## src/rtl/nvm_timing_pkg.sv

```systemverilog
// package: constants and types for the nvm program/erase timing core
package nvm_timing_pkg;
  localparam int unsigned CLK_FREQ_HZ        = 40000000;
  localparam int unsigned DIV_W              = 8;
  localparam logic [7:0]  DIV_RESET          = 8'h00;
  // operation and bus clock counts per operation, and word counts
  localparam logic [15:0] SWP_OP_CYC         = 16'h0009;  // 9 op periods
  localparam logic [15:0] SWP_BUS_CYC        = 16'h0019;  // 25 bus periods
  localparam logic [15:0] BWP_OP_CYC         = 16'h0004;  // 4 op periods
  localparam logic [15:0] BWP_BUS_CYC        = 16'h0009;  // 9 bus periods
  localparam logic [5:0]  ROW_WORDS          = 6'h20;     // 32 words per row
  localparam logic [15:0] ERA_OP_CYC         = 16'h0FA0;  // 4000 op periods
  localparam logic [15:0] MASS_OP_CYC        = 16'h4E20;  // 20000 op periods
  localparam logic [15:0] CHK_SETUP_CYC      = 16'h000A;  // 10 bus cycles setup
  localparam logic [15:0] CODE_WORDS         = 16'h8000;  // 32768 words, 32778 max
  localparam logic [15:0] DATA_WORDS         = 16'h0800;  // 2048 words, 2058 max

  typedef enum logic [2:0] {
    CMD_WORD_PGM,
    CMD_SECTOR_ERASE,
    CMD_MASS_ERASE,
    CMD_BLANK_CHECK
  } nvm_cmd_t;

  typedef struct packed {
    logic     valid;     // request strobe
    nvm_cmd_t cmd;       // operation
    logic     data_mem;  // 1 selects the data memory
  } nvm_req_t;

  typedef struct packed {
    logic [DIV_W-1:0] div_q;
    logic [DIV_W-1:0] cnt_q;
    logic             tick_q;
  } div_state_t;
endpackage

```

## src/rtl/nvm_op_clock_divider.sv

```systemverilog
// operation clock tick generator divided down from the oscillator clock
`timescale 1ns/10ps
module nvm_op_clock_divider (
  input  wire logic       clk_sys,  // system clock
  input  wire logic       rst_b,    // async reset, active low
  input  wire logic [7:0] div_in,   // divider setting, tick every div_in+1 clocks
  output logic            op_tick   // one-cycle operation clock tick
);
  nvm_timing_pkg::div_state_t s_q, s_d;

  // free-running counter; no frequency check, any setting is accepted
  always_comb begin
    s_d        = s_q;
    s_d.div_q  = div_in;
    s_d.tick_q = 1'b0;
    if (s_q.cnt_q >= s_q.div_q) begin
      s_d.cnt_q  = '0;
      s_d.tick_q = 1'b1;
    end else begin
      s_d.cnt_q = s_q.cnt_q + 8'h01;
    end
  end

  always_ff @(posedge clk_sys or negedge rst_b) begin
    if (!rst_b) begin
      s_q <= '0;
    end else begin
      s_q <= s_d;
    end
  end

  assign op_tick = s_q.tick_q;
endmodule

```

## src/rtl/nvm_program_erase_timing.sv

```systemverilog
// timing core of the nvm command sequencer for code and data memory
// Notes on behaviour
// - program and erase are timed by an operation clock divided from the oscillator, one divider per memory.
// - the frequency is never checked and commands are never blocked for a bad setting.
// - a single word program lasts 9 operation periods plus 25 bus periods.
// - code memory programs up to 32 words of a row back to back while the next word is queued in time.
// - each following burst word lasts 4 operation periods plus 9 bus periods.
// - a full row burst is one single word time plus 31 burst word times.
// - only the code memory bursts; data memory words are programmed one at a time.
// - a sector erase lasts 4000 operation periods, sector size being 512 bytes or 4 bytes.
// - a mass erase lasts 20000 operation periods.
// - blank check reads one word per bus cycle from address zero, stops at the first non-blank word, plus 10 setup cycles.
// - blank check takes at least 11 cycles and at most 32778 (code) or 2058 (data) cycles.
`timescale 1ns/10ps
module nvm_program_erase_timing (
  input  wire logic                     clk_sys,          // bus clock
  input  wire logic                     rst_b,            // async reset, active low
  input  wire logic                     osc_tick,         // unused reference, oscillator runs clk domain
  input  wire logic [7:0]               code_mem_clock_divider, // code memory divider setting
  input  wire logic [7:0]               data_mem_clock_divider, // data memory divider setting
  input  wire nvm_timing_pkg::nvm_req_t req,              // command request
  output logic                          req_ready,        // request accepted this cycle
  output logic                          busy,             // operation in progress
  output logic                          done,             // one-cycle completion pulse
  output logic [15:0]                   check_addr,       // blank check word address
  output logic                          check_rd,         // blank check read strobe
  input  wire logic                     check_blank,      // read word is blank
  output logic                          check_fail,       // blank check found data
  output logic                          pgm_strobe        // word committed to array
);

  // a program word runs ST_BUS then ST_OP; erase has no bus-clock share and goes
  // straight to ST_OP, blank check runs its setup and then the scan
  typedef enum logic [2:0] {
    ST_IDLE, ST_BUS, ST_OP, ST_CHK_SETUP, ST_CHK_SCAN
  } state_t;

  // all sequencer state in one word; cnt times the bus-clock shares, op_cnt the
  // operation-clock share, so a word program is simply two phases in a row
  typedef struct packed {
    state_t      st;
    logic [15:0] cnt;        // remaining cycles in current phase
    logic [15:0] op_cnt;     // op periods still to do after bus phase
    logic        burst;      // currently inside a code memory row burst
    logic [5:0]  words;      // words done in the current row
    logic        data_mem;
    logic [15:0] addr;
    logic        done;
    logic        fail;
    logic        pgm;
    logic        is_pgm;     // current operation writes a word
  } state_s_t;

  // registered state and its next value; the tick nets come from the two dividers
  state_s_t s_q, s_d;
  logic code_tick, data_tick, op_tick;

  // one divider per memory, the sequencer follows the selected one
  nvm_op_clock_divider u_code_div (
    .clk_sys (clk_sys),
    .rst_b   (rst_b),
    .div_in  (code_mem_clock_divider),
    .op_tick (code_tick)
  );

  // data memory divider, paced on its own so the two memories may differ
  nvm_op_clock_divider u_data_div (
    .clk_sys (clk_sys),
    .rst_b   (rst_b),
    .div_in  (data_mem_clock_divider),
    .op_tick (data_tick)
  );

  // only one memory is worked at a time, so the selected divider alone paces the
  // sequencer; the other divider keeps running and costs only a little power
  assign op_tick = s_q.data_mem ? data_tick : code_tick;

  // a program request queued while a code word finishes keeps the row burst alive;
  // the count includes the word now ending, so the last word of a row never offers
  // a continuation that the state machine would then drop
  logic burst_cont;
  assign burst_cont = req.valid && req.cmd == nvm_timing_pkg::CMD_WORD_PGM && !req.data_mem
                      && !s_q.data_mem
                      && (s_q.words + 6'h01) < nvm_timing_pkg::ROW_WORDS;

  // accept anything when idle; no check of divider range
  // while busy a request is only taken on the last operation tick of a burst word,
  // the same cycle in which the next state moves on to the following word
  assign req_ready = (s_q.st == ST_IDLE) ||
                     (s_q.st == ST_OP && s_q.pgm == 1'b0 && s_q.op_cnt == 16'h0001 && op_tick
                      && s_q.burst && burst_cont);

  // next-state logic; done and pgm are cleared here every cycle so they can only
  // ever be one-cycle pulses, whatever path sets them
  always_comb begin
    s_d      = s_q;
    s_d.done = 1'b0;
    s_d.pgm  = 1'b0;
    unique case (s_q.st)
      // a fresh command clears the scan result and the row count of any earlier one
      ST_IDLE: begin
        if (req.valid) begin
          s_d.data_mem = req.data_mem;
          s_d.fail     = 1'b0;
          s_d.words    = 6'h00;
          s_d.burst    = 1'b0;
          s_d.is_pgm   = req.cmd == nvm_timing_pkg::CMD_WORD_PGM;
          unique case (req.cmd)
            // a code word opens a possible row burst, a data word never does
            nvm_timing_pkg::CMD_WORD_PGM: begin
              s_d.st     = ST_BUS;
              s_d.cnt    = nvm_timing_pkg::SWP_BUS_CYC;
              s_d.op_cnt = nvm_timing_pkg::SWP_OP_CYC;
              s_d.burst  = !req.data_mem;
            end

            // erase has no bus-clock share; the sector size only matters to the array
            nvm_timing_pkg::CMD_SECTOR_ERASE: begin
              s_d.st     = ST_OP;
              s_d.op_cnt = nvm_timing_pkg::ERA_OP_CYC;    // setup ignored
            end

            // the same wait as a sector erase, only five times longer
            nvm_timing_pkg::CMD_MASS_ERASE: begin
              s_d.st     = ST_OP;
              s_d.op_cnt = nvm_timing_pkg::MASS_OP_CYC;
            end

            // the scan always starts at word zero of the selected block
            nvm_timing_pkg::CMD_BLANK_CHECK: begin
              s_d.st   = ST_CHK_SETUP;
              s_d.cnt  = nvm_timing_pkg::CHK_SETUP_CYC;
              s_d.addr = 16'h0000;
            end
            default: s_d.st = ST_IDLE;
          endcase
        end
      end

      // bus clock share of a program word
      // the count is loaded with the full share and left at one on the way out
      ST_BUS: begin
        if (s_q.cnt <= 16'h0001) begin
          s_d.st = ST_OP;
        end else begin
          s_d.cnt = s_q.cnt - 16'h0001;
        end
      end

      // operation clock share; counts only on divider ticks
      // a slow divider stretches only this phase, so a bad setting still ends
      ST_OP: begin
        if (op_tick) begin
          if (s_q.op_cnt <= 16'h0001) begin
            s_d.done = 1'b1;
            // only a program word commits data; an erase ends with done alone
            s_d.pgm  = s_q.is_pgm;
            s_d.st   = ST_IDLE;
            // the row count only moves inside a code memory burst
            if (s_q.burst) begin
              s_d.words = s_q.words + 6'h01;
              if (burst_cont && s_q.words + 6'h01 < nvm_timing_pkg::ROW_WORDS) begin
                // next word of the row at the shorter burst rate
                s_d.st     = ST_BUS;
                s_d.cnt    = nvm_timing_pkg::BWP_BUS_CYC;
                s_d.op_cnt = nvm_timing_pkg::BWP_OP_CYC;
              end
            end
          end else begin
            s_d.op_cnt = s_q.op_cnt - 16'h0001;
          end
        end
      end

      // fixed command setup before the first word is read
      ST_CHK_SETUP: begin
        if (s_q.cnt <= 16'h0001) begin
          s_d.st = ST_CHK_SCAN;
        end else begin
          s_d.cnt = s_q.cnt - 16'h0001;
        end
      end

      // one word per bus cycle, stop on first non-blank word
      // a clean scan ends on the last word of the selected block
      ST_CHK_SCAN: begin
        // a non-blank word ends the scan at once and is reported through check_fail
        if (!check_blank) begin
          s_d.fail = 1'b1;
          s_d.done = 1'b1;
          s_d.st   = ST_IDLE;
        end else if (s_q.addr == (s_q.data_mem ? nvm_timing_pkg::DATA_WORDS : nvm_timing_pkg::CODE_WORDS)
                                 - 16'h0001) begin
          s_d.done = 1'b1;
          s_d.st   = ST_IDLE;
        end else begin
          s_d.addr = s_q.addr + 16'h0001;
        end
      end
      default: s_d.st = ST_IDLE;
    endcase
  end

  // state register; reset leaves the sequencer idle with every pulse low
  always_ff @(posedge clk_sys or negedge rst_b) begin
    if (!rst_b) begin
      s_q    <= '0;
      // restated so the idle state does not hinge on its encoding
      s_q.st <= ST_IDLE;
    end else begin
      s_q <= s_d;
    end
  end

  // outputs straight from the state register; busy and check_rd are decodes of
  // the state, the data-like outputs are flops
  assign busy       = s_q.st != ST_IDLE;
  assign done       = s_q.done;
  assign check_addr = s_q.addr;
  assign check_rd   = s_q.st == ST_CHK_SCAN;
  assign check_fail = s_q.fail;
  assign pgm_strobe = s_q.pgm;
endmodule

```

## config.mk

```make
export PLATFORM = sky130hd
export DESIGN_NAME = nvm_program_erase_timing
export DESIGN_NICKNAME = d
export VERILOG_FILES = /design/src/rtl/nvm_timing_pkg.sv /design/src/rtl/nvm_op_clock_divider.sv /design/src/rtl/nvm_program_erase_timing.sv
export SDC_FILE = /design/constraint.sdc
export NUM_CORES = 1
export LEC_CHECK = 0
export BUFFER_PORTS_ARGS = -buffer_cell sky130_fd_sc_hd__clkbuf_2
export CORE_UTILIZATION = 60
export DETAILED_ROUTE_END_ITERATION = 10
export GPL_TIMING_DRIVEN = 0
export PLACE_DENSITY = 0.8
export SETUP_SLACK_MARGIN = 0.2
export SLEW_MARGIN = 20
export SYNTH_ARGS = -nofsm -noshare
export SYNTH_HDL_FRONTEND = slang
export SYNTH_SLANG_ARGS = --single-unit
```

## constraint.sdc

```tcl
create_clock -name clk_sys -period 2.91 [get_ports clk_sys]
set_clock_uncertainty 0.15 [all_clocks]
set_input_delay 0.4365 -clock clk_sys [delete_from_list [all_inputs] [get_ports clk_sys]]
set_output_delay 0.4365 -clock clk_sys [all_outputs]
set_load 0.02 [all_outputs]
```

==> summary.txt, run 1 <==
Run status
  – Status: completed

Route
  – Average wire per standard cell: 15.6 um
  – Vias: about 4600
  – Final WL: approximately 12 mm
  – Post-route DRC: 0
  – Drt via density: between 6 and 7
  – DR iter-0 viols: ~280
  – Antenna Nets Post-Route: 0
  – First-pass DRT Iterations: 4

Power and ir drop
  – Leakage: 2.92 nW
  – Sw Ratio: 0.366
  – Seq pwr share: 0.490
  – Clock group share of total power: 0.221
  – Pwr Density: 620 mW/mm2
  – Int Power: ~2.5 mW
  – NetSw: 1.42 mW
  – Combinational fraction of design power: 0.290
  – Worst vdd ir: 455 uV

Global route
  – Initial antenna violation count: 0
  – Gr usage total: 0.263
  – Met2 usage: 0.417
  – First-pass GRT wire length: roughly 20 mm
  – Vias in the first global route: about 4400
  – Met1 usage: 0.364
  – Global route overflow: 0
  – Largest net degree at the start of global routing: 51
  – Grt peak-use layer: met2
  – Met3 Use GR: 0.0434

Critical path
  – CP Data Arrival Time: between 2 and 2.5 ns
  – Register-to-Register Path Depth: 8
  – R2r endpoint: s_q[53]
  – Worst Setup Path Type: reg -> out
  – CP cell instances: or4_4 > nor2_1 > nand4bb_1 > o41ai_2 > buf_4
  – Reg2reg start: s_q[41]
  – CP max stage delay: 0.47 ns
  – Buffers plus inverters on the worst setup path: 1
  – Worst Path Max Fanout: 5
  – Critical path's top delay family: simple AND/OR/NAND/NOR gates
  – Slowest CP cell: dfrtp_2
  – Crit path capture type: output port
  – WP depth: 5
  – Reg2Reg Setup Slack: around 0.23 ns
  – CP required: about 2.3 ns
  – Startpoint type of the worst setup path: flop

STA
  – Final setup fails: 0
  – Pins over their slew limit: 0
  – Final Hold Fails: 0
  – Minimum clock period: between 2 and 3 ns
  – Period Utilization, post-route: 0.931
  – RSZ-0062 raised after global routing: yes
  – Worst Tran Pin Value: approximately 0.73 ns
  – Fmax: about 370 MHz
  – Min Hold Slack: approximately 0.014 ns
  – Rel. slew slack: 0.512
  – Setup_tns: 0 ns

Synthesis
  – Synth Cell Area: about 0.0054 mm2
  – Largest family of logic cells by synthesized area: simple AND/OR/NAND/NOR gates
  – Mux cell area share after synthesis: 0.00604
  – Post-Synth Adder-Cell Area: 0.0557
  – Yosys Warn Count: 0
  – Sequential fraction of the synthesis area: 0.450
  – Mapped Nets: 620
  – Synth Instances: between 500 and 600
  – Simple-gate portion of the synthesized area: 0.224
  – Compound-gate portion of the synthesized area: 0.156
  – Synthesized area per cell: 9.44 um2
  – Async SR Flop Fraction: 1.00
  – EDFF count, synth: 0
  – Xor/xnor cell area share of the yosys netlist: 0.0487
  – Netlist cell types: 64
  – Top_reg_cell synth: dfrtp_1
  – #FFs+latches synth: just under 100

Die
  – Site Rows: 34
  – Die Span X: 96.8 um
  – IO Count: 47
  – Die area: ~0.0094 mm2
  – Die Y: approximately 97 um
  – Starting Density: 0.618
  – Core Area: ~0.0087 mm2

Clock tree
  – H-tree levels: 3
  – Num CTS Buffers: 9
  – Root Driver: clkbuf_8
  – CTS clk-pin slew, worst paths: roughly 0.10 ns
  – Clock Latency Late Sink: 0.38 ns
  – Clock sinks: between 90 and 100
  – CTS tree: done
  – Clock Path Buffers: 2

Placed design
  – HPWL after detailed placement: around 8 mm
  – Final Wtd Congestion: slightly above 0.9
  – IO buf count: between 40 and 50
  – Post-DP Area: roughly 0.0058 mm2

Final layout
  – Area grow syn2layout: 16.0%
  – FILL cells: approximately 640
  – Post-layout util: 0.717
  – FF/Latch Area: ~0.0024 mm2
  – Post-route cell area: approximately 0.0063 mm2
  – Net count, final: 700
  – ANT cells: 0
  – Share of layout cells above drive strength 1: 0.191
  – Multi-input gate area: 0.00271 mm2
  – Most common cell after layout, fill and taps aside: dfrtp_1
  – Most frequent cells in the layout: dfrtp_1 (93), nand2_1 (46), nor2_1 (45)

Min path
  – Min-delay src: data_mem_clock_divider[2]
  – Min-delay worst type: in -> reg
  – Hold-critical path endpoint: u_data_div.s_q[11]
  – Worst hold stages: 1

Flow run
  – Max_cap viols: 0
## power groups by stage
stage                     Clock, mW  Sequential, mW  Combinational (mW)
after floorplan                   0            1.82               0.816
final                         0.855            1.90                1.12
after CTS                     0.878            1.89                1.08
after global routing          0.926            1.94                1.28
after detailed placement          0            1.90                1.05
after global placement            0            1.88               0.998
## cell usage after synthesis, drive strengths merged, types with 2 or more instances
cell | instances | area, um2
clkbuf | 10 | 37.5
or4b | 2 | 20.0
and4 | 2 | 17.5
and3 | 7 | 43.8
a211oi | 15 | 118
nor2b | 4 | 25.0
nand2 | 46 | 173
nand3b | 7 | 52.6
xor2 | 26 | 228
or4 | 8 | 63.8
a21o | 12 | 90.1
o41ai | 3 | 33.8
nor4 | 7 | 56.3
mux2 | 2 | 22.5
nor3 | 17 | 90.1
and2 | 3 | 18.8
inv | 27 | 101
nand3 | 33 | 165
buf | 25 | 179
or2 | 3 | 18.8
o22ai | 2 | 12.5
xnor2 | 4 | 35.0
o21ai | 43 | 215
a31oi | 4 | 25.0
a32o | 2 | 20.0
nand4 | 14 | 103
a21oi | 26 | 138
a22o | 6 | 52.6
nor2 | 46 | 173
nand2b | 9 | 56.3
a211o | 2 | 17.5
or3 | 13 | 86.3
o31ai | 6 | 50.1
ha | 24 | 300
dfrtp | 97 | 2430
nand4b | 2 | 17.5
## cells by family (layout without fill, tap and decap cells)
kind of cell    Yosys count  in the layout
compound gates          129            129
simple gates            226            226
buf+inv                  62            147
mux                       3              3
xor+xnor                 30             30
fa+ha+maj                24             24
flops                    97             97
## area by class of cell
cell class / instances / share of cell area
Timing Repair Buffer: 69 / 0.0754
Inverter: 27 / 0.0162
Clock buffer: 10 / 0.0220
Buffer: 35 / 0.0348
Clock inverter: 6 / 0.00800
Multi-Input combinational cell: 412 / 0.433
Sequential cell: 97 / 0.389
Tap cell: 108 / 0.0216
## worst reg2reg max path, stage by stage (launching register included)
cell and delay [ns]:
dfrtp_2 0.45, nor4_4 0.34, nand4_1 0.26, buf_4 0.23, o211ai_1 0.26, nand4_4 0.17, buf_2 0.21, or3_1 0.38
a21oi_1 0.16
## routing by layer
layer,share of wire,vias to the layer above
li1,-,2196
met1,0.44,2266
met2,0.49,160
met3,0.051,19
met4,0.015,0
met5,0,-
## worst max path at each step
stage | startpoint | endpoint | slack [ns]
after global placement | rst_b | s_q[21] | 0.05
final | s_q[20] | req_ready | 0.20
after detailed placement | req[1] | s_q[57] | 0.03
after global routing | s_q[41] | s_q[50] | 0.13
after floorplan | req[1] | req_ready | 0.34
after CTS | s_q[40] | req_ready | 0.21
## sequential cells by signal (all words and copies together) (netlist names)
name	cells
s_q	44
u_data_div.op_tick	1
done	1
pgm_strobe	1
check_fail	1
u_code_div.s_q	16
u_code_div.op_tick	1
check_addr	16
u_data_div.s_q	16
## timing repair
| action | in CTS | in global routing |
|---|---|---|
| endpoints found under the setup margin | 19 | 30 |
| gates cloned | 0 | 1 |
| hold endpoints to repair | 54 | 6 |
| hold buffers | 8 | 6 |
| resized for setup | 7 | 11 |
| pin swaps | 2 | 4 |
| setup buffers | 2 | 7 |
## per-stage QoR
stage	std cells	power (mW)	setup WS, ns
after floorplan	571	2.64	0.342
after global placement	723	2.88	0.0479
after detailed placement	724	2.95	0.0277
after CTS	750	3.84	0.211
after global routing	764	4.14	0.128
final	764	3.88	0.200
Note: power is estimated with default switching activity, not from simulation.
==> inputs of run 2 (changes only) <==
--- a/config.mk
+++ b/config.mk
@@ -5,11 +5,10 @@
 export SDC_FILE = /design/constraint.sdc
 export NUM_CORES = 1
 export LEC_CHECK = 0
-export BUFFER_PORTS_ARGS = -buffer_cell sky130_fd_sc_hd__clkbuf_2
-export CORE_UTILIZATION = 60
+export BUFFER_PORTS_ARGS = -buffer_cell sky130_fd_sc_hd__buf_2
+export CORE_UTILIZATION = 32
 export DETAILED_ROUTE_END_ITERATION = 10
 export GPL_TIMING_DRIVEN = 0
-export PLACE_DENSITY = 0.8
 export SETUP_SLACK_MARGIN = 0.2
 export SLEW_MARGIN = 20
 export SYNTH_ARGS = -nofsm -noshare
==> run 2 against run 1 <==
Compared with the run above:
- count of clock-buffer cells in the layout is 2 higher
- power is 6.9% higher
- via count is 2.6% lower
- wire length increased by 4.0%
- die area rose by 85%
- non-clock buffer count shrank 15
- global-route usage is 11 points lower
- cell count up 13%
- critical path type unchanged
- largest cell class unchanged
- largest power group unchanged
- highest routed layer unchanged
==> summary.txt, run 2 (synthesis results as in run 1) <==
Final layout
  – FF/Latch Area: 0.00243 mm2 (about the same)
  – Most flops, register: s_q (unchanged)
  – Share of layout cells above drive strength 1: 0.187 (was 0.191)
  – FILL cells: 1628 (was 641)
  – Most frequent cells in the layout: dfrtp_1 (95), nand2_1 (46), buf_2 (45) (was dfrtp_1 (93), nand2_1 (46), nor2_1 (45))
  – ANT cells: 0 (unchanged)
  – Net count, final: 685 (was 700)
  – Multi-input gate area: 0.00272 mm2 (was 0.00271 mm2)
  – Final Instance Count excl. Fillers: 861 (was 764)
  – Max reg flops: 44 (unchanged)
  – Area grow syn2layout: 17.9% (was 16.0%)
  – Most common cell after layout, fill and taps aside: dfrtp_1 (unchanged)
  – Post-layout util: 0.384 (was 0.717)

Power and ir drop
  – Leakage: 2.91 nW (was 2.92 nW)
  – Worst vdd ir: 279 uV (was 455 uV)
  – Pwr Density: 652 mW/mm2 (was 620 mW/mm2)

Placed design
  – Final Wtd Congestion: 0.895 (was 0.915)
  – IO buf count: 44 (unchanged)
  – HPWL after detailed placement: 8.85 mm (was 8.10 mm)
  – Cells after DPL: 836 (was 724)

Critical path
  – Startpoint type of the worst setup path: flop (unchanged)
  – CP required: 2.32 ns (about the same)
  – CP Data Arrival Time: 2.10 ns (was 2.12 ns)
  – Buffers plus inverters on the worst setup path: 1 (unchanged)
  – Worst Path Max Fanout: 3 (was 5)
  – Reg2Reg Setup Slack: 0.26 ns (was 0.23 ns)
  – Worst Setup Path Type: reg -> out (unchanged)
  – CP cell instances: or4_4 > nor2_2 > nand4bb_1 > o41ai_2 > buf_4 (was or4_4 > nor2_1 > nand4bb_1 > o41ai_2 > buf_4)
  – Crit path capture type: output port (unchanged)
  – CP max stage delay: 0.43 ns (was 0.47 ns)
  – Slowest CP cell: or4_4 (was dfrtp_2)
  – Critical path's top delay family: simple AND/OR/NAND/NOR gates (unchanged)

Global route
  – First-pass GRT wire length: 21.3 mm (was 20.3 mm)
  – Vias in the first global route: 4424 (was 4413)
  – Gr usage total: 0.150 (was 0.263)
  – Global route overflow: 0 (unchanged)
  – Initial antenna violation count: 0 (unchanged)
  – Largest net degree at the start of global routing: 51 (unchanged)

Route
  – Average wire per standard cell: 14.4 um (was 15.6 um)
  – Vias: 4519 (was 4641)
  – Final WL: 12.4 mm (was 11.9 mm)
  – Antenna Nets Post-Route: 0 (unchanged)
  – DR iter-0 viols: 324 (was 278)
  – First-pass DRT Iterations: 4 (unchanged)
  – Post-route DRC: 0 (unchanged)
  – Drt via density: 5.25 (was 6.07)

STA
  – Pins over their slew limit: 0 (unchanged)
  – Minimum clock period: 2.69 ns (was 2.71 ns)
  – Period Utilization, post-route: 0.923 (was 0.931)
  – Final setup fails: 0 (unchanged)
  – RSZ-0062 raised after global routing: yes (unchanged)
  – Fmax: 372 MHz (was 369 MHz)
  – Worst Tran Pin Value: 0.724 ns (was 0.730 ns)
  – Final Hold Fails: 0 (unchanged)
  – Rel. slew slack: 0.514 (was 0.512)
  – Min Hold Slack: 0.0471 ns (was 0.0141 ns)
  – Setup_tns: 0 ns (unchanged)

Clock tree
  – Clock sinks: 97 (unchanged)
  – Num CTS Buffers: 9 (unchanged)
  – Clock Path Buffers: 2 (unchanged)
  – Root Driver: clkbuf_16 (was clkbuf_8)
  – CTS clk-pin slew, worst paths: 0.07 ns (was 0.10 ns)
  – H-tree levels: 3 (unchanged)
  – Clock Latency Late Sink: 0.34 ns (was 0.38 ns)
  – CTS tree: done (unchanged)

Die
  – IO Count: 47 (unchanged)
  – Die Span X: 132 um (was 96.8 um)
  – Starting Density: 0.326 (was 0.618)
  – Die area: 0.0174 mm2 (was 0.00937 mm2)
  – Die Y: 132 um (was 96.8 um)
  – Site Rows: 47 (was 34)
  – Core Area: 0.0165 mm2 (was 0.00872 mm2)

Run status
  – Status: completed (unchanged)

Flow run
  – Max_cap viols: 0 (unchanged)

Min path
  – Min-delay worst type: in -> reg (unchanged)
[run 2: changes by cell type in the layout (fill, tap and decap cells not counted), sizes merged]
| cell | before | now |
|---|---|---|
| clkbuf | 63 | 22 |
| dlygate4sd3 | 14 | 1 |
| clkinv | 2 | 1 |
| inv | 30 | 27 |
| clkinvlp | 1 | 3 |
| buf | 37 | 78 |
[run 2: worst paths after layout]
| path | startpoint | end | cells past startpoint |
|---|---|---|---|
| max in group asynchronous | rst_b | check_fail | 3 |
| max reg2reg | s_q[53] | s_q[46] | 8 |
| min reg2reg | s_q[0] | pgm_strobe | 2 |
| min in group asynchronous | rst_b | u_code_div.s_q[14] | 2 |
| max | s_q[20] | req_ready | 5 |
| min | data_mem_clock_divider[0] | u_data_div.s_q[9] | 1 |
[run 2: area by class of cell]
type / count / area share
clock buffers: 12 / 0.0404
clock inverters: 4 / 0.00433
multi-input cells: 412 / 0.428
inverters: 27 / 0.0160
repair buffers: 54 / 0.0510
well taps: 220 / 0.0433
plain buffers: 35 / 0.0349
flip-flops and latches: 97 / 0.383
[run 2: worst reg2reg max path: cells and delay by family, from the launching register on]
family | cells | cell delay, ns
AOI/OAI and AO/OA | 1 | 0.09
buffers and inverters | 2 | 0.28
DFF | 1 | 0.41
and+or+nand+nor | 5 | 1.61
[run 2: report_power, final]
part / leakage, nW / switching, mW / total, mW / internal (mW)
clock: 0.131 / 0.512 / 1.14 / 0.626
combinational: 1.53 / 0.604 / 1.11 / 0.505
sequential: 1.25 / 0.304 / 1.90 / 1.59
[run 2: what timing repair did]
| item | 4_1_cts | 5_1_grt |
|---|---|---|
| cloned | 0 | 1 |
| setup buffers | 2 | 5 |
| endpoints found under the hold margin | 49 | 0 |
| hold buffers | 1 | 0 |
| gates resized for setup | 5 | 12 |
| pin swaps | 2 | 4 |
| setup endpoints to repair | 19 | 18 |
[run 2: metrics by stage]
stage               area [um2]  setup WS, ns  power [mW]
finish                    6350         0.225        4.14
global route              6350         0.129        4.46
CTS                       6260         0.219        4.15
detailed placement        5930        0.0155        2.96
global placement          5890        0.0700        2.91
floorplan                 5400         0.342        2.64
[run 2: layer usage]
metal | vias up | global-route usage | wire length, um
met3 | 15 | 0.0384 | 495
met1 | 2232 | 0.195 | 5740
met2 | 97 | 0.240 | 5970
met4 | 0 | 0.0581 | 191
li1 | 2175 | - | -
met5 | - | 0 | 0
==> inputs of run 3 (changes only) <==
--- a/config.mk
+++ b/config.mk
@@ -5,6 +5,7 @@
 export SDC_FILE = /design/constraint.sdc
 export NUM_CORES = 1
 export LEC_CHECK = 0
+export ABC_AREA = 1
 export BUFFER_PORTS_ARGS = -buffer_cell sky130_fd_sc_hd__buf_2
 export CORE_UTILIZATION = 32
 export DETAILED_ROUTE_END_ITERATION = 10
==> run 3 against run 2 <==
Compared with the run above:
- the flow now finishes with violations (DRC)
- critical path depth grew 4
- non-clock buffer count shrank 18
- global-route usage shrank 0.64 points
- cell count grew 28%
- final area grew 7.2%
- combinational power grew to 3.1 times the previous value
- sequential cell count is the same
- clock power grew 11%
- first-iteration DRC count shrank 9.0%
- register-to-register slack gained 0.49 ns
- core utilization shrank 0.79 points
- worst hold slack lost 0.015 ns
- critical path type unchanged
==> summary.txt, run 3 <==
Synthesis
  – Most instantiated cells after synthesis: nand2_1 (269), nor2_1 (125), dfrtp_1 (97) (was dfrtp_1 (97), nand2_1 (46), nor2_1 (46))
  – Sequential fraction of the synthesis area: 0.408 (was 0.450)
  – Top post-synthesis cells by area: dfrtp_1 (41%), nand2_1 (17%), nor2_1 (7.9%) (was dfrtp_1 (45%), ha_1 (5.6%), xor2_1 (4.2%))
  – Synthesized area per cell: 7.33 um2 (was 9.44 um2)
  – Netlist cell types: 34 (was 64)
  – Yosys Warn Count: 0 (unchanged)
  – Count leader, synth: nand2_1 (was dfrtp_1)
  – Post-synth top area cell: dfrtp_1 (unchanged)
  – EDFF count, synth: 0 (unchanged)
  – Synth Cell Area: 0.00594 mm2 (was 0.00539 mm2)
  – #FFs+latches synth: 97 (unchanged)
  – Async SR Flop Fraction: 1.00 (unchanged)
  – Top cell type's share of synthesized area: 0.408 (was 0.450)
  – Synth Instances: 811 (was 571)
  – Top_reg_cell synth: dfrtp_1 (unchanged)
  – Mapped Nets: 860 (was 620)

Clock tree
  – Root Driver: clkbuf_16 (unchanged)
  – H-tree levels: 3 (unchanged)
  – CTS tree: done (unchanged)
  – CTS resizes: 0 (was 5)
  – Num CTS Buffers: 9 (unchanged)
  – Clock Latency Late Sink: 0.35 ns (was 0.34 ns)
  – Clock sinks: 97 (unchanged)
  – Clock Path Buffers: 2 (unchanged)
  – CTS clk-pin slew, worst paths: 0.07 ns (about the same)
  – Setup bufs post-CTS: 0 (was 2)

Global route
  – First-pass GRT wire length: 22.4 mm (was 21.3 mm)
  – Global route overflow: 0 (unchanged)
  – Largest net degree at the start of global routing: 56 (was 51)
  – Initial antenna violation count: 0 (unchanged)
  – Gr usage total: 0.144 (was 0.150)
  – Vias in the first global route: 4751 (was 4424)

STA
  – Rel. slew slack: 0.717 (was 0.514)
  – Setup_tns: 0 ns (unchanged)
  – Final setup fails: 0 (unchanged)
  – Minimum clock period: 2.51 ns (was 2.69 ns)
  – Pins over their slew limit: 0 (unchanged)
  – Period Utilization, post-route: 0.864 (was 0.923)
  – Fin worst setup slack: 0.397 ns (was 0.225 ns)
  – Worst Tran Pin Value: 0.423 ns (was 0.724 ns)
  – Fmax: 398 MHz (was 372 MHz)
  – Final Hold Fails: 0 (unchanged)
  – RSZ-0062 raised after global routing: no (was yes)

Final layout
  – Post-route cell area: 0.00681 mm2 (was 0.00635 mm2)
  – Net count, final: 918 (was 685)
  – Max reg flops: 44 (unchanged)
  – Area grow syn2layout: 14.6% (was 17.9%)
  – ANT cells: 0 (unchanged)
  – Most frequent cells in the layout: nand2_1 (269), nor2_1 (125), dfrtp_1 (97) (was dfrtp_1 (95), nand2_1 (46), buf_2 (45))
  – Share of layout cells above drive strength 1: 0.135 (was 0.187)
  – Most flops, register: s_q (unchanged)
  – Post-layout util: 0.376 (was 0.384)
  – Most common cell after layout, fill and taps aside: nand2_1 (was dfrtp_1)

Route
  – Post-route DRC: 4 (was 0)
  – First-pass DRT Iterations: 7 (was 4)
  – Vias: 4985 (was 4519)
  – Average wire per standard cell: 11.6 um (was 14.4 um)
  – Antenna Nets Post-Route: 0 (unchanged)
  – Drt via density: 4.52 (was 5.25)
  – DR iter-0 viols: 295 (was 324)
  – Final WL: 12.8 mm (was 12.4 mm)

Placed design
  – Final Wtd Congestion: 0.853 (was 0.895)
  – IO buf count: 45 (was 44)
  – Pre-CTS WS: 0.549 ns (was 0.0155 ns)
  – HPWL after detailed placement: 9.59 mm (was 8.85 mm)
  – Post-DP Area: 0.00649 mm2 (was 0.00593 mm2)

Min path
  – Min-delay worst type: in -> reg (unchanged)
  – Worst hold stages: 1 (unchanged)

Power and ir drop
  – Pwr Density: 992 mW/mm2 (was 652 mW/mm2)
  – Combinational fraction of design power: 0.506 (was 0.268)
  – Int Power: 3.67 mW (was 2.72 mW)
  – Seq pwr share: 0.307 (was 0.458)
  – Sw Ratio: 0.457 (was 0.343)
  – Clock group share of total power: 0.187 (was 0.275)
  – Total power: 6.76 mW (was 4.14 mW)
  – Leakage: 3.58 nW (was 2.91 nW)
  – NetSw: 3.09 mW (was 1.42 mW)
  – Worst vdd ir: 422 uV (was 279 uV)

Die
  – Die Y: 138 um (was 132 um)
  – Core Area: 0.0181 mm2 (was 0.0165 mm2)
  – Starting Density: 0.329 (was 0.326)
  – Site Rows: 49 (was 47)
  – Die area: 0.0191 mm2 (was 0.0174 mm2)
  – Die Span X: 138 um (was 132 um)
  – IO Count: 47 (unchanged)

Critical path
  – Startpoint type of the worst setup path: flop (unchanged)
  – CP Data Arrival Time: 1.93 ns (was 2.10 ns)
  – Register-to-Register Path Depth: 12 (was 8)
  – Crit path capture type: output port (unchanged)
  – CP required: 2.32 ns (about the same)
  – Worst Setup Path Type: reg -> out (unchanged)
  – Worst Path Max Fanout: 4 (was 3)

Run status
  – Status: finished, violations left (was completed)
  – Violated checks: DRC

Flow run
  – Max_cap viols: 0 (unchanged)
run 3: changes by cell type in the layout (fill, tap and decap cells not counted), moves of 14 or more:
cell / previous run / this run
inv_1: 26 / 73
a211oi_1: 14 / 0
nand2_1: 46 / 269
nand3_1: 33 / 52
nor2_1: 44 / 125
run 3: logic make-up after synthesis:
| family | after synthesis | share of synthesized area |
|---|---|---|
| compound gates | 51 | 0.0486 |
| xor+xnor | 40 | 0.0589 |
| fa+ha+maj | 24 | 0.0505 |
| buf+inv | 108 | 0.0827 |
| flops | 97 | 0.408 |
| mux | 1 | 0.00168 |
| simple gates | 490 | 0.349 |
run 3: path summary, 6_finish.rpt:
| check | from | to | slack [ns] |
|---|---|---|---|
| max in group asynchronous | rst_b | s_q[52] | 1.60 |
| worst max-delay path | s_q[24] | req_ready | 0.40 |
| worst min register to register | s_q[0] | s_q[0] | 0.34 |
| worst min-delay path | code_mem_clock_divider[4] | u_code_div.s_q[13] | 0.03 |
| min in group asynchronous | rst_b | check_addr[12] | 0.42 |
| worst max register to register | check_addr[0] | check_addr[1] | 0.75 |
run 3: metrics by stage:
step / hold slack, ns / std cells
2_1_floorplan: -0.00909 / 811
3_3_place_gp: 0.320 / 1085
3_5_place_dp: 0.231 / 1086
4_1_cts: 0.0238 / 1102
5_1_grt: 0.0191 / 1102
6_report: 0.0325 / 1102
run 3: power by group through the flow:
stage | sequential (mW) | clock, mW | combinational (mW)
6_report | 2.07 | 1.27 | 3.42
5_1_grt | 2.13 | 1.36 | 3.94
4_1_cts | 2.07 | 1.31 | 3.45
3_5_place_dp | 2.09 | 0 | 3.43
3_3_place_gp | 2.09 | 0 | 3.39
2_1_floorplan | 2.00 | 0 | 2.74
run 3: layout make-up:
class,instances,area (um2)
clock inverter,5,81.3
buffer,24,174
timing repair buffer,47,269
fill,1845,11300
tap,229,287
clock buffer,10,229
multi-input combinational,606,3020
inverter,84,318
sequential,97,2430
run 3: layer usage:
layer | global-route usage | vias to the layer above | wire [um]
met4 | 0.0449 | 0 | 188
met1 | 0.186 | 2284 | 6160
li1 | - | 2630 | -
met5 | 0 | - | 0
met2 | 0.242 | 59 | 6090
met3 | 0.0298 | 12 | 385
run 3: critical path: stages, from the launching register on:
cell and delay, ns:
dfrtp_1 0.40, nand2_1 0.07, nor2_1 0.12, nand3_1 0.11, nand2_1 0.10, nand3_1 0.17, inv_1 0.12, nand2_1 0.12
o21ai_0 0.17, buf_2 0.20
run 3: what timing repair did:
| action | CTS | global route |
|---|---|---|
| hold buffers | 1 | 0 |
| hold endpoints to repair | 42 | 0 |
| endpoints found under the setup margin | 0 | 0 |
